$ cat config.mk
export PLATFORM = sky130hd
export DESIGN_NAME = flash_status_register_control
export DESIGN_NICKNAME = d
export VERILOG_FILES = /design/src/flash_status_pkg.sv /design/src/flash_status_register_control.sv /design/src/spi_shift_in.sv /design/src/sync_edge.sv
export VERILOG_INCLUDE_DIRS = /design/src
export SDC_FILE = /design/constraint.sdc
export NUM_CORES = 1
export LEC_CHECK = 0
export BUFFER_PORTS_ARGS = -buffer_cell sky130_fd_sc_hd__buf_2
export CAP_MARGIN = 40
export CORE_MARGIN = 2
export CORE_UTILIZATION = 52
export CTS_CLUSTER_SIZE = 24
export DETAILED_ROUTE_END_ITERATION = 6
export PLACE_DENSITY = 0.69
export REMOVE_ABC_BUFFERS = 1
export SYNTH_ARGS = -nofsm -noshare
export SYNTH_HDL_FRONTEND = slang
export SYNTH_SLANG_ARGS = --single-unit
$ cat constraint.sdc
create_clock -name CORE_CLK -period 2.48 [get_ports CORE_CLK]
set_clock_uncertainty 0.2 [all_clocks]
set_input_delay 0.248 -clock CORE_CLK [delete_from_list [all_inputs] [get_ports CORE_CLK]]
set_output_delay 0.248 -clock CORE_CLK [all_outputs]
set_load 0.01 [all_outputs]
$ cat src/flash_status_cfg.svh
// timing, opcodes, field positions and reset values for the flash status block
`ifndef FLASH_STATUS_CFG_SVH
`define FLASH_STATUS_CFG_SVH

// =====================================================================
// opcodes
`define OPC_WRITE_STATUS1 8'h01
`define OPC_WRITE_STATUS2 8'h31
`define OPC_READ_STATUS 8'h05
`define OPC_READ_STATUS2 8'h35
`define OPC_WRITE_ENABLE 8'h06
`define OPC_WRITE_DISABLE 8'h04
`define OPC_RESET_ENABLE 8'hF0
`define OPC_RESET_CONFIRM 8'hD0

// =====================================================================
// field positions
`define SR1_LOCK_BIT 7
`define SR1_WPP_BIT 4
`define SR1_PROT_BIT 2
`define SR1_WEL_BIT 1
`define SR_BUSY_BIT 0
`define SR2_RESET_CMD_ENABLE_BIT 4

// =====================================================================
// reset values
`define LOCK_RESET 1'h0
`define PROT_RESET 1'h1
`define RESET_CMD_ENABLE_RESET 1'h0
`define WEL_RESET 1'h0

// =====================================================================
// timing
`define CORE_CLK_MHZ 100
`define SOFT_RESET_NS 100
`define SOFT_RESET_CYC ((`SOFT_RESET_NS * `CORE_CLK_MHZ + 999) / 1000)

`endif

$ cat src/flash_status_pkg.sv
// types for the flash status register block
package flash_status_pkg;

  typedef enum logic [2:0] {
    CMD_IDLE = 3'b000,
    CMD_OPCODE = 3'b001,
    CMD_DATA = 3'b010,
    CMD_DISCARD = 3'b011,
    CMD_READ = 3'b100,
    CMD_IGNORE = 3'b101
  } cmd_state_t;

endpackage

$ cat src/flash_status_register_control.sv
// status register and write-status command logic of a serial flash
// Function
// [RL1] status read streams fresh status continuously
// [RL2] busy flag at bit 0, both bytes
// [RL3] reset enable clear at power-up blocks reset
// [RL4] reset enable set allows software reset
// [RL5] reset enable survives software reset
// [RL6] byte 2: bit4 enable, bit0 busy, rest zero
// [RL7] host sets write enable before status write
// [RL8] opcode 01h then data, bits 7 and 2
// [RL9] extra data bytes are discarded
// [RL10] on deselect update bits, clear write enable
// [RL11] protection change uses data, lock, pin
// [RL12] partial byte aborts, clears write enable
// [RL13] pin asserted: lock may only be set
// [RL14] host deasserts pin before clearing lock
// [RL15] write enable clear rejects writes
// [RL16] byte 1 only bits 7 and 2 writable
// [RL17] lock and pin freeze array protect
// [RL18] opcode 31h writes reset enable bit 4
`timescale 1ns/10ps
`include "flash_status_cfg.svh"
module flash_status_register_control (
  input wire logic CORE_CLK,
  input wire logic RST,
  input wire logic SCK,
  input wire logic CS_N,
  input wire logic SI,
  input wire logic WP_N,
  input wire logic BUSY_IN,
  output logic SO,
  output logic SO_OE,
  output logic PROTECT_LOCK,
  output logic ARRAY_PROTECT,
  output logic WRITE_ENABLE_LATCH,
  output logic RESET_CMD_ENABLE,
  output logic SOFT_RESET
);

  // ===================================================================
  // state
  typedef struct packed {
    flash_status_pkg::cmd_state_t st_ff;
    logic [7:0] opcode_ff;
    logic [7:0] data_ff;
    logic [7:0] out_sh_ff;
    logic [2:0] out_cnt_ff;
    logic data_full_ff;
    logic lock_ff;
    logic prot_ff;
    logic wel_ff;
    logic reset_cmd_enable_ff;
    logic rst_armed_ff;
    logic [7:0] rst_cnt_ff;
    logic so_ff;
    logic so_oe_ff;
    logic soft_rst_ff;
  } ctl_state_t;

  localparam logic [7:0] RST_CYC = 8'(`SOFT_RESET_CYC);

  ctl_state_t cur_ff;
  ctl_state_t nxt_cur;

  logic sck_lvl, sck_rise, sck_fall;
  logic cs_lvl, cs_rise, cs_fall;
  logic si_lvl, wp_lvl, busy_lvl;
  logic [7:0] shifted;
  logic [2:0] bit_cnt;
  logic byte_done;
  logic sh_clear;
  logic [7:0] sr1;
  logic [7:0] sr2;
  logic [7:0] status_live;

  // ===================================================================
  // pin synchronisers
  sync_edge u_sck (
    .clk(CORE_CLK),
    .rst(RST),
    .din(SCK),
    .level(sck_lvl),
    .rise(sck_rise),
    .fall(sck_fall)
  );

  // select and protect pins idle high, so their flops reset high
  sync_edge #(.INIT(1'b1)) u_cs (
    .clk(CORE_CLK),
    .rst(RST),
    .din(CS_N),
    .level(cs_lvl),
    .rise(cs_rise),
    .fall(cs_fall)
  );

  sync_edge #(.INIT(1'b1)) u_wp (
    .clk(CORE_CLK),
    .rst(RST),
    .din(WP_N),
    .level(wp_lvl),
    .rise(),
    .fall()
  );

  // data and busy are read as levels only
  sync_edge u_si (
    .clk(CORE_CLK),
    .rst(RST),
    .din(SI),
    .level(si_lvl),
    .rise(),
    .fall()
  );

  sync_edge u_busy (
    .clk(CORE_CLK),
    .rst(RST),
    .din(BUSY_IN),
    .level(busy_lvl),
    .rise(),
    .fall()
  );

  // si and sck share synchroniser depth, so data stays aligned to the edge
  assign sh_clear = cs_fall | cs_lvl;

  spi_shift_in #(.WIDTH(8)) u_shift (
    .clk(CORE_CLK),
    .rst(RST),
    .clear(sh_clear),
    .sample(sck_rise & ~cs_lvl),
    .sdi(si_lvl),
    .shifted(shifted),
    .count(bit_cnt),
    .byte_done(byte_done)
  );

  // ===================================================================
  // status images
  always_comb begin
    sr1 = 8'h00;
    sr1[`SR1_LOCK_BIT] = cur_ff.lock_ff;
    sr1[`SR1_WPP_BIT] = wp_lvl;
    sr1[`SR1_PROT_BIT] = cur_ff.prot_ff;
    sr1[`SR1_WEL_BIT] = cur_ff.wel_ff;
    sr1[`SR_BUSY_BIT] = busy_lvl; // RL2
    sr2 = 8'h00; // RL6
    sr2[`SR2_RESET_CMD_ENABLE_BIT] = cur_ff.reset_cmd_enable_ff; // RL6
    sr2[`SR_BUSY_BIT] = busy_lvl; // RL2
    // a streamed read keeps returning the byte its opcode chose
    status_live = (cur_ff.opcode_ff == `OPC_READ_STATUS2) ? sr2 : sr1; // RL1
  end

  // ===================================================================
  // command engine
  always_comb begin
    logic wp_asserted;
    logic lock_new;
    logic prot_new;
    wp_asserted = 1'b0;
    lock_new = 1'b0;
    prot_new = 1'b0;
    nxt_cur = cur_ff;
    nxt_cur.soft_rst_ff = 1'b0;

    // =================================================================
    // soft reset timer
    if (cur_ff.rst_cnt_ff != 8'h00) begin
      nxt_cur.rst_cnt_ff = cur_ff.rst_cnt_ff - 8'h01;
      nxt_cur.soft_rst_ff = 1'b1;
    end

    if (cs_fall) begin
      nxt_cur.st_ff = flash_status_pkg::CMD_OPCODE;
      nxt_cur.data_full_ff = 1'b0;
    end

    // =================================================================
    // serial output
    if (sck_fall && cur_ff.so_oe_ff) begin
      nxt_cur.so_ff = cur_ff.out_sh_ff[7];
      nxt_cur.out_sh_ff = {cur_ff.out_sh_ff[6:0], 1'b0};
      nxt_cur.out_cnt_ff = cur_ff.out_cnt_ff + 3'h1;
      if (cur_ff.out_cnt_ff == 3'h7) begin
        // bit 0 leaves now; reload so polling sees a live busy flag
        nxt_cur.out_sh_ff = status_live; // RL1
      end
    end

    // =================================================================
    // opcode and data decode
    if (byte_done) begin
      unique case (cur_ff.st_ff)
        flash_status_pkg::CMD_OPCODE: begin
          nxt_cur.opcode_ff = shifted;
          nxt_cur.st_ff = flash_status_pkg::CMD_IGNORE;
          unique case (shifted)
            `OPC_WRITE_STATUS1, `OPC_WRITE_STATUS2: begin
              if (cur_ff.wel_ff) begin
                nxt_cur.st_ff = flash_status_pkg::CMD_DATA; // RL15 RL8 RL18
              end
            end
            `OPC_READ_STATUS: begin
              nxt_cur.st_ff = flash_status_pkg::CMD_READ;
              nxt_cur.out_sh_ff = sr1;
              nxt_cur.out_cnt_ff = 3'h0;
              nxt_cur.so_oe_ff = 1'b1;
            end
            `OPC_READ_STATUS2: begin
              nxt_cur.st_ff = flash_status_pkg::CMD_READ;
              nxt_cur.out_sh_ff = sr2; // RL6
              nxt_cur.out_cnt_ff = 3'h0;
              nxt_cur.so_oe_ff = 1'b1;
            end
            `OPC_WRITE_ENABLE: nxt_cur.wel_ff = 1'b1;
            `OPC_RESET_ENABLE: nxt_cur.rst_armed_ff = cur_ff.reset_cmd_enable_ff; // RL3
            `OPC_RESET_CONFIRM: begin
              if (cur_ff.reset_cmd_enable_ff && cur_ff.rst_armed_ff) begin
                // reset_cmd_enable_ff untouched here; survives the soft reset
                nxt_cur.rst_cnt_ff = RST_CYC; // RL4 RL5
                nxt_cur.wel_ff = 1'b0;
              end
            end
            default: nxt_cur.st_ff = flash_status_pkg::CMD_IGNORE;
          endcase
          // arming lasts one frame: any other opcode drops it
          if (shifted != `OPC_RESET_ENABLE) begin
            nxt_cur.rst_armed_ff = (shifted == `OPC_RESET_ENABLE);
          end
        end
        flash_status_pkg::CMD_DATA: begin
          nxt_cur.data_ff = shifted;
          nxt_cur.data_full_ff = 1'b1;
          nxt_cur.st_ff = flash_status_pkg::CMD_DISCARD; // RL9
        end
        flash_status_pkg::CMD_DISCARD: nxt_cur.st_ff = flash_status_pkg::CMD_DISCARD; // RL9
        default: nxt_cur.st_ff = cur_ff.st_ff;
      endcase
    end

    // =================================================================
    // completion on deselect
    if (cs_rise) begin
      nxt_cur.so_oe_ff = 1'b0;
      nxt_cur.so_ff = 1'b0;
      if (cur_ff.opcode_ff == `OPC_WRITE_DISABLE &&
          cur_ff.st_ff == flash_status_pkg::CMD_IGNORE && bit_cnt == 3'h0) begin
        nxt_cur.wel_ff = 1'b0;
      end
      if ((cur_ff.st_ff == flash_status_pkg::CMD_DATA) ||
          (cur_ff.st_ff == flash_status_pkg::CMD_DISCARD)) begin
        nxt_cur.wel_ff = 1'b0; // RL10 RL12
        if (cur_ff.data_full_ff && bit_cnt == 3'h0) begin // RL12
          wp_asserted = ~wp_lvl; // RL11
          if (cur_ff.opcode_ff == `OPC_WRITE_STATUS2) begin
            nxt_cur.reset_cmd_enable_ff = cur_ff.data_ff[`SR2_RESET_CMD_ENABLE_BIT]; // RL18 RL5
          end else begin
            lock_new = cur_ff.data_ff[`SR1_LOCK_BIT]; // RL8 RL16
            prot_new = cur_ff.data_ff[`SR1_PROT_BIT]; // RL8 RL16
            if (wp_asserted && cur_ff.lock_ff && !lock_new) begin
              // whole write dropped, only the latch clears
              nxt_cur.lock_ff = cur_ff.lock_ff; // RL13 RL14
            end else begin
              nxt_cur.lock_ff = lock_new; // RL10 RL13
              if (!(wp_asserted && cur_ff.lock_ff)) begin
                nxt_cur.prot_ff = prot_new; // RL11 RL17
              end
            end
          end
        end
      end
      nxt_cur.st_ff = flash_status_pkg::CMD_IDLE;
    end

    if (cur_ff.soft_rst_ff && cur_ff.rst_cnt_ff == 8'h00) begin
      nxt_cur.st_ff = flash_status_pkg::CMD_IDLE;
    end
  end

  // ===================================================================
  // registers
  always_ff @(posedge CORE_CLK or posedge RST) begin
    if (RST) begin
      cur_ff <= '0;
      cur_ff.lock_ff <= `LOCK_RESET;
      cur_ff.prot_ff <= `PROT_RESET;
      cur_ff.wel_ff <= `WEL_RESET;
      cur_ff.reset_cmd_enable_ff <= `RESET_CMD_ENABLE_RESET; // RL3
    end else begin
      cur_ff <= nxt_cur;
    end
  end

  // ===================================================================
  // outputs, all straight from flops
  assign SO = cur_ff.so_ff;
  assign SO_OE = cur_ff.so_oe_ff;
  assign PROTECT_LOCK = cur_ff.lock_ff;
  assign ARRAY_PROTECT = cur_ff.prot_ff;
  assign WRITE_ENABLE_LATCH = cur_ff.wel_ff;
  assign RESET_CMD_ENABLE = cur_ff.reset_cmd_enable_ff;
  assign SOFT_RESET = cur_ff.soft_rst_ff;

endmodule // flash_status_register_control

$ cat src/spi_shift_in.sv
// serial input shifter counting bits within the current byte
`timescale 1ns/10ps
module spi_shift_in #(
  parameter int WIDTH = 8
) (
  input wire logic clk,
  input wire logic rst,
  input wire logic clear,
  input wire logic sample,
  input wire logic sdi,
  output logic [WIDTH-1:0] shifted,
  output logic [$clog2(WIDTH)-1:0] count,
  output logic byte_done
);

  localparam int CW = $clog2(WIDTH);

  typedef struct packed {
    logic [WIDTH-1:0] sh_ff;
    logic [$clog2(WIDTH)-1:0] cnt_ff;
  } shift_state_t;

  shift_state_t cur_ff;
  shift_state_t nxt_cur;

  always_comb begin
    nxt_cur = cur_ff;
    if (clear) begin
      nxt_cur = '0;
    end else if (sample) begin
      nxt_cur.sh_ff = {cur_ff.sh_ff[WIDTH-2:0], sdi};
      nxt_cur.cnt_ff = cur_ff.cnt_ff + 1'b1;
    end
  end

  always_ff @(posedge clk or posedge rst) begin
    if (rst) begin
      cur_ff <= '0;
    end else begin
      cur_ff <= nxt_cur;
    end
  end

  assign shifted = {cur_ff.sh_ff[WIDTH-2:0], sdi};
  assign count = cur_ff.cnt_ff;
  assign byte_done = sample && (cur_ff.cnt_ff == CW'(WIDTH - 1));

endmodule // spi_shift_in

$ cat src/sync_edge.sv
// two-flop synchroniser with rise and fall detection
`timescale 1ns/10ps
module sync_edge #(
  parameter logic INIT = 1'b0
) (
  input wire logic clk,
  input wire logic rst,
  input wire logic din,
  output logic level,
  output logic rise,
  output logic fall
);

  typedef struct packed {
    logic s1_ff;
    logic s2_ff;
    logic s3_ff;
  } sync_state_t;

  sync_state_t cur_ff;
  sync_state_t nxt_cur;

  always_comb begin
    nxt_cur = cur_ff;
    nxt_cur.s1_ff = din;
    nxt_cur.s2_ff = cur_ff.s1_ff;
    nxt_cur.s3_ff = cur_ff.s2_ff;
  end

  always_ff @(posedge clk or posedge rst) begin
    if (rst) begin
      // start at the pin's idle level so no false edge follows reset
      cur_ff <= {3{INIT}};
    end else begin
      cur_ff <= nxt_cur;
    end
  end

  assign level = cur_ff.s2_ff;
  assign rise = cur_ff.s2_ff & ~cur_ff.s3_ff;
  assign fall = ~cur_ff.s2_ff & cur_ff.s3_ff;

endmodule // sync_edge

==> Word-level counts from Yosys, hierarchy flattened <==
Cells that the tools add are included.
W data, S select, Z words.
{ "word_totals": {"register_bits": 69, "latch_bits": 0, "mem_bits_rw": 0, "rom_bits": 0, "mem_count": 0} }
{ "op_classes": {"add_sub_neg": 3, "mul": 0, "n_div": 0, "magnitude_cmp": 0, "eq_ne": 18, "n_shift": 0, "mux": 40, "bitwise_logic": 14, "reduce_logical": 32} }
{ "op_table": {"columns": ["op", "count"], "rows": [
  ["$mux W8", 9],
  ["$eq A8 B6 Y1 const B", 4],
  ["$mux W31", 1],
  ["$eq A8 B3 Y1 const B", 3],
  ["$mux W11", 2],
  ["$pmux W11 S2", 1],
  ["$mux W10", 2],
  ["$eq A8 B8 Y1 const B", 2],
  ["$mux W1", 15],
  ["$mux W3", 4],
  ["$pmux W3 S2", 2],
  ["$reduce_bool A2 Y1", 6],
  ["$eq A3 B3 Y1 const B", 3],
  ["$logic_and A1 B1 Y1", 9],
  ["$eq A8 B1 Y1 const B", 1],
  ["$logic_not A8 Y1", 1],
  ["$ne A8 B8 Y1 const B", 1],
  ["$not A1 Y1", 8],
  ["$reduce_bool A8 Y1", 1],
  ["$sub A8 B1 Y8 const B", 1],
  ["$add A3 B1 Y3 const B", 2],
  ["$eq A3 B2 Y1 const B", 2],
  ["$mux W2", 3],
  ["$reduce_and A2 Y1", 3],
  ["14 further kinds", 21]
]} }

==> Longest topological paths before layout <==
{ "logic_depth": {"depth_word": 9, "mapped_depth": 7} }

==> Modules after synthesis <==
A second synthesis with hierarchy kept.
{ "hier_totals": {"hier_cells": 273, "area_unflattened_um2": 3041.7} }
{ "modules_own_cells": {"columns": ["mod", "n_inst", "cells_per_inst", "area_per_inst_um2", "seq_area_each_um2"], "rows": [
  ["flash_status_register_control", 1, 206, 2118.3, 1052.3],
  ["spi_shift_in", 1, 37, 446.7, 250.2],
  ["sync_edge at u_busy ...", 3, 6, 93.8, 75.1],
  ["sync_edge at u_cs ...", 2, 6, 97.6, 78.8]
]} }

==> Least setup slack after synthesis <==
No wires, ideal clock.
{ "synth_path": {"path_type": "reg2reg", "from": "register u_shift.cur_ff, in the netlist u_shift.count[0]", "to": "register cur_ff[36] in the netlist's numbering", "setup_ns": 0.125, "t_arrival_ns": 1.767, "required_ns": 2.155, "slack_ns": 0.388, "stages_incl_launch_ff": 7, "n_path_buf": 1, "path_cell_list": "dfrtp_1 ha_1 ha_1 and4bb_2 nand2_1 clkbuf_1 mux2_2"} }
{ "synth_between": {"elab_chain_len": 3} }
{ "synth_rtl": {"columns": ["item", "line", "rtl"], "rows": [
  ["start, declared", "spi_shift_in.sv:23", "shift_state_t cur_ff;"],
  ["start signal, assigned", "spi_shift_in.sv:40", "cur_ff <= nxt_cur;"],
  ["$eq A3 B3 Y1", "spi_shift_in.sv:46", "assign byte_done = sample && (cur_ff.cnt_ff == CW'(WIDTH - 1));"],
  ["$logic_and A1 B1 Y1", "spi_shift_in.sv:46", null],
  ["$reduce_and A2 Y1 (no line)", null, null],
  ["end signal, assigned", "flash_status_register_control.sv:291", "cur_ff <= nxt_cur;"],
  ["end, declared", "flash_status_register_control.sv:62", "ctl_state_t cur_ff;"]
]} }
No other way between the ends.
A chain may end at the register's enable or synchronous reset.

==> metrics.md <==
| Metric | Value |
|---|---|
| DR WL/cell | 15.7 um |
| Internal reg-to-reg setup slack | 0.23 ns |
| Multi-input gate area | 0.00133 mm^2 |
| Max-capacitance violation count | 0 |
| CTS tree | built |
| Iter 0 DRT Violations | about 140 |
| Routability cong. | 0.943 |
| Peak VDD IR | ~0.46 mV |
| Worst-Margin Slew | 0.648 ns |
| Post-synthesis register bit count | 64 |
| Final TNS setup | 0 ns |
| Core Area | 0.00557 mm^2 |
| Fin crit period | ~2.2 ns |
| Crit path max fanout | 9 |
| Hold Path Depth | 0 |
| Total gr overflow | 0 |
| Fillers | 481 |
| H-tree Lvls | 3 |
| Unrepaired setup endpoints after global routing | no |
| First-pass GRT wire length | just over 10000 um |
| Asr flop ratio synth | 100% |
| Final period utilization | between 90% and 100% |
| EDFF count, synth | 0 |
| Crit Path Category | register to register |
| Clock Tree Buf Depth | 2 |
| Worst Hold Class | register to register |
| Peak Freq | 445 MHz |
| Placed cells | around 360 |
| Die area | 0.00644 mm^2 |
| Rows | 27 |
| Place WS | 0.261 ns |
| Crit path launch | u_shift.count[0]$_DFFE_PP0P_ |
| Final core utilization | roughly 63% |
| Largest cells by area after synthesis | dfrtp_1, dfstp_2, mux2_2 |
| Synth warn | 0 |
| RR Startpoint | u_shift.count[0]$_DFFE_PP0P_ |
| Root Buffer | clkbuf_8 |
| Total global-route track usage | 21.1% |
| Setup violators final | 0 |
| WL final | about 5900 um |
| CP endpoint | cur_ff[4]$_DFF_PP0_ |
| Worst setup EP type | register |
| Critical path required time | approximately 2.5 ns |
| CP max stage cell | dfrtp_1 |
| Pwr/cell area | 611 mW/mm^2 |
| Post-route cell area | 0.00349 mm^2 |
| CP Launch Type | register |
| Ports | 14 |
| Antenna viol nets, final | 0 |
| Seq/Total Area, Yosys | 53.2% |
| Num CTS Buffers | 9 |
| Final hold slack | 0.155 ns |
| Register area | 0.00161 mm^2 |
| Dominant cell type by area after synthesis | dfrtp_1 |
| Final hold violation count | 0 |
| Worst endpoint data arrival time | about 2.3 ns |
| TritonRoute pass-1 iters | 6 |
| Post_cts resized | 0 |
| Design Power | 2.13 mW |
| Share of layout cells above drive strength 1 | 20.5% |
| P_leak | 1.64 nW |
| Crit-path cells | ha_1 > ha_1 > and4bb_2 > nand2_1 > nor3_1 > buf_4 > a211o_2 |
| Clk sinks | 64 |
| Post-Layout Cell Count | around 380 |
| Crit path buffers/inverters | 1 |
| Worst R2R End | cur_ff[4]$_DFF_PP0_ |
| Ys flop type | dfrtp_1 |
| Via count | 2137 |
| CTS clk-pin slew, worst paths | 0.07 ns |
| DRC viols | 0 |
| Pin count of the biggest net entering global routing | 36 |
| Die H | 80.3 um |
| Crit path depth | 7 |
| Area after DPL | 0.00321 mm^2 |
| Layout Nets | 319 |
| Post-Synthesis Cell Area | 0.00303 mm^2 |
| Clk Latency, worst-skew pair | 0.34 ns |
| Most common cell on crit path | ha_1 |
| Die X | 80.3 um |
| Initial antenna violation count | 0 |
| Status | finished clean |
| Synthesized instance count | between 200 and 300 |
| CP top delay family | simple AND/OR/NAND/NOR gates |
| Final Max Tran Viols | 0 |
| Detail Placement HPWL | about 4200 um |
| Slew margin rel. | 56.7% |
| Vias in the first global route | between 2k and 2.5k |
| Port bufs | 13 |
| Vias per std cell | 5.64 |
| Avg Cell Area, Syn | 11.1 um^2 |
| Initial core utilization | 54.3% |
| Area share of the largest cell type after synthesis | 48.0% |
| Setup WS post-layout | 0.232 ns |
| Ant. Diodes | 0 |
| Worst R2R Path Depth | 7 |
| Max incr delay on CP | 0.39 ns |
| Area grow syn2layout | 15.3% |
| Synth cell types | 56 |
==> report_power, final <==
group	switching, mW	total, mW	internal, mW
logic	0.0461	0.0824	0.0363
clock network	0.381	0.974	0.593
registers	0.0120	1.07	1.06
total	0.439	2.13	1.69
==> cells in the final DEF (no fill, tap or decap), types with 3 or more instances in the layout <==
| master | netlist | layout |
|---|---|---|
| nand3_1 | 7 | 7 |
| a31oi_1 | 4 | 4 |
| nor4_1 | 4 | 4 |
| nand2_1 | 17 | 17 |
| mux2i_1 | 9 | 9 |
| clkbuf_8 | 0 | 10 |
| buf_2 | 3 | 13 |
| or3_1 | 4 | 4 |
| xnor2_1 | 6 | 6 |
| o21ai_0 | 12 | 12 |
| a21oi_1 | 12 | 12 |
| o22ai_1 | 3 | 3 |
| dlygate4sd3_1 | 0 | 6 |
| nor3b_1 | 7 | 6 |
| nor3_1 | 6 | 6 |
| nand2b_1 | 5 | 5 |
| ha_1 | 10 | 10 |
| xor2_1 | 3 | 3 |
| mux2_2 | 12 | 12 |
| dfstp_2 | 6 | 6 |
| inv_1 | 17 | 16 |
| dfrtp_1 | 58 | 58 |
| nor2b_1 | 9 | 9 |
| nor2_1 | 16 | 16 |
| buf_4 | 0 | 5 |
| clkbuf_1 | 4 | 3 |
==> final cells by class <==
class                           count  share of cell area [%]
Clock inverter                      3                    1.87
Timing Repair Buffer               25                    5.24
Clock buffer                       13                    4.27
Sequential cell                    64                    46.1
Multi-Input combinational cell    185                    38.1
Inverter                           17                    1.83
Tap cell                           72                    2.58
==> sequential cells by signal, summed over array words and instances, names as in the netlist, 2 cells and up <==
register,count
u_sck.cur_ff,2
cur_ff,35
u_shift.count,3
u_shift.shifted,7
u_cs.cur_ff,2
==> cells in the mapped netlist, types with 2 or more instances <==
library cell and instances:
dfrtp_1 58, nor3_1 6, nand4_1 2, nor3b_1 7, a22o_1 2, nor4_1 4
nand2b_1 5, mux2_2 12, nand2_1 17, clkbuf_1 4, nor2_1 16, mux2i_1 9
o31ai_1 2, inv_1 17, and2_1 2, xor2_1 3, dfstp_2 6, a31oi_1 4
o22ai_1 3, o21ai_0 12, or3_1 4, nor4b_1 2, nor2b_1 9, nand3_1 7
nand3b_1 2, a21oi_1 12, buf_2 3, ha_1 10, xnor2_1 6
==> how the worst min path moves through the flow <==
stage	start	to	slack, ns
global route	u_cs.cur_ff[2]$_DFF_PP1_	u_cs.level$_DFF_PP1_	0.16
floorplan	CS_N	u_cs.cur_ff[2]$_DFF_PP1_	0.05
finish	u_wp.cur_ff[2]$_DFF_PP1_	u_wp.level$_DFF_PP1_	0.16
detailed placement	u_si.cur_ff[2]$_DFF_PP0_	u_si.level$_DFF_PP0_	0.14
CTS	u_si.cur_ff[2]$_DFF_PP0_	u_si.level$_DFF_PP0_	0.16
global placement	u_busy.cur_ff[2]$_DFF_PP0_	u_busy.level$_DFF_PP0_	0.13
==> timing repair <==
item / in CTS / in global routing
hold buffers: 6 / 0
buffers inserted: 0 / 0
hold endpoints to repair: 31 / 0
==> routing by layer <==
layer	routed length (um)	share of wire (%)	global-route usage (%)	vias to the layer above
met5	0	0	0	-
met4	92	1.5	7.29	0
met3	258	4.3	6.18	11
met2	2780	47	34.4	46
met1	2810	47	26.8	1045
li1	-	-	-	1035
==> cells by family after synthesis <==
family | Yosys count | synth area share [%]
compound gates | 47 | 10.1
xor+xnor | 9 | 2.61
fa+ha+maj | 10 | 4.14
buf+inv | 24 | 3.10
flops | 64 | 53.2
mux | 21 | 7.44
simple gates | 98 | 19.5
(Power assumes the default switching activity.)
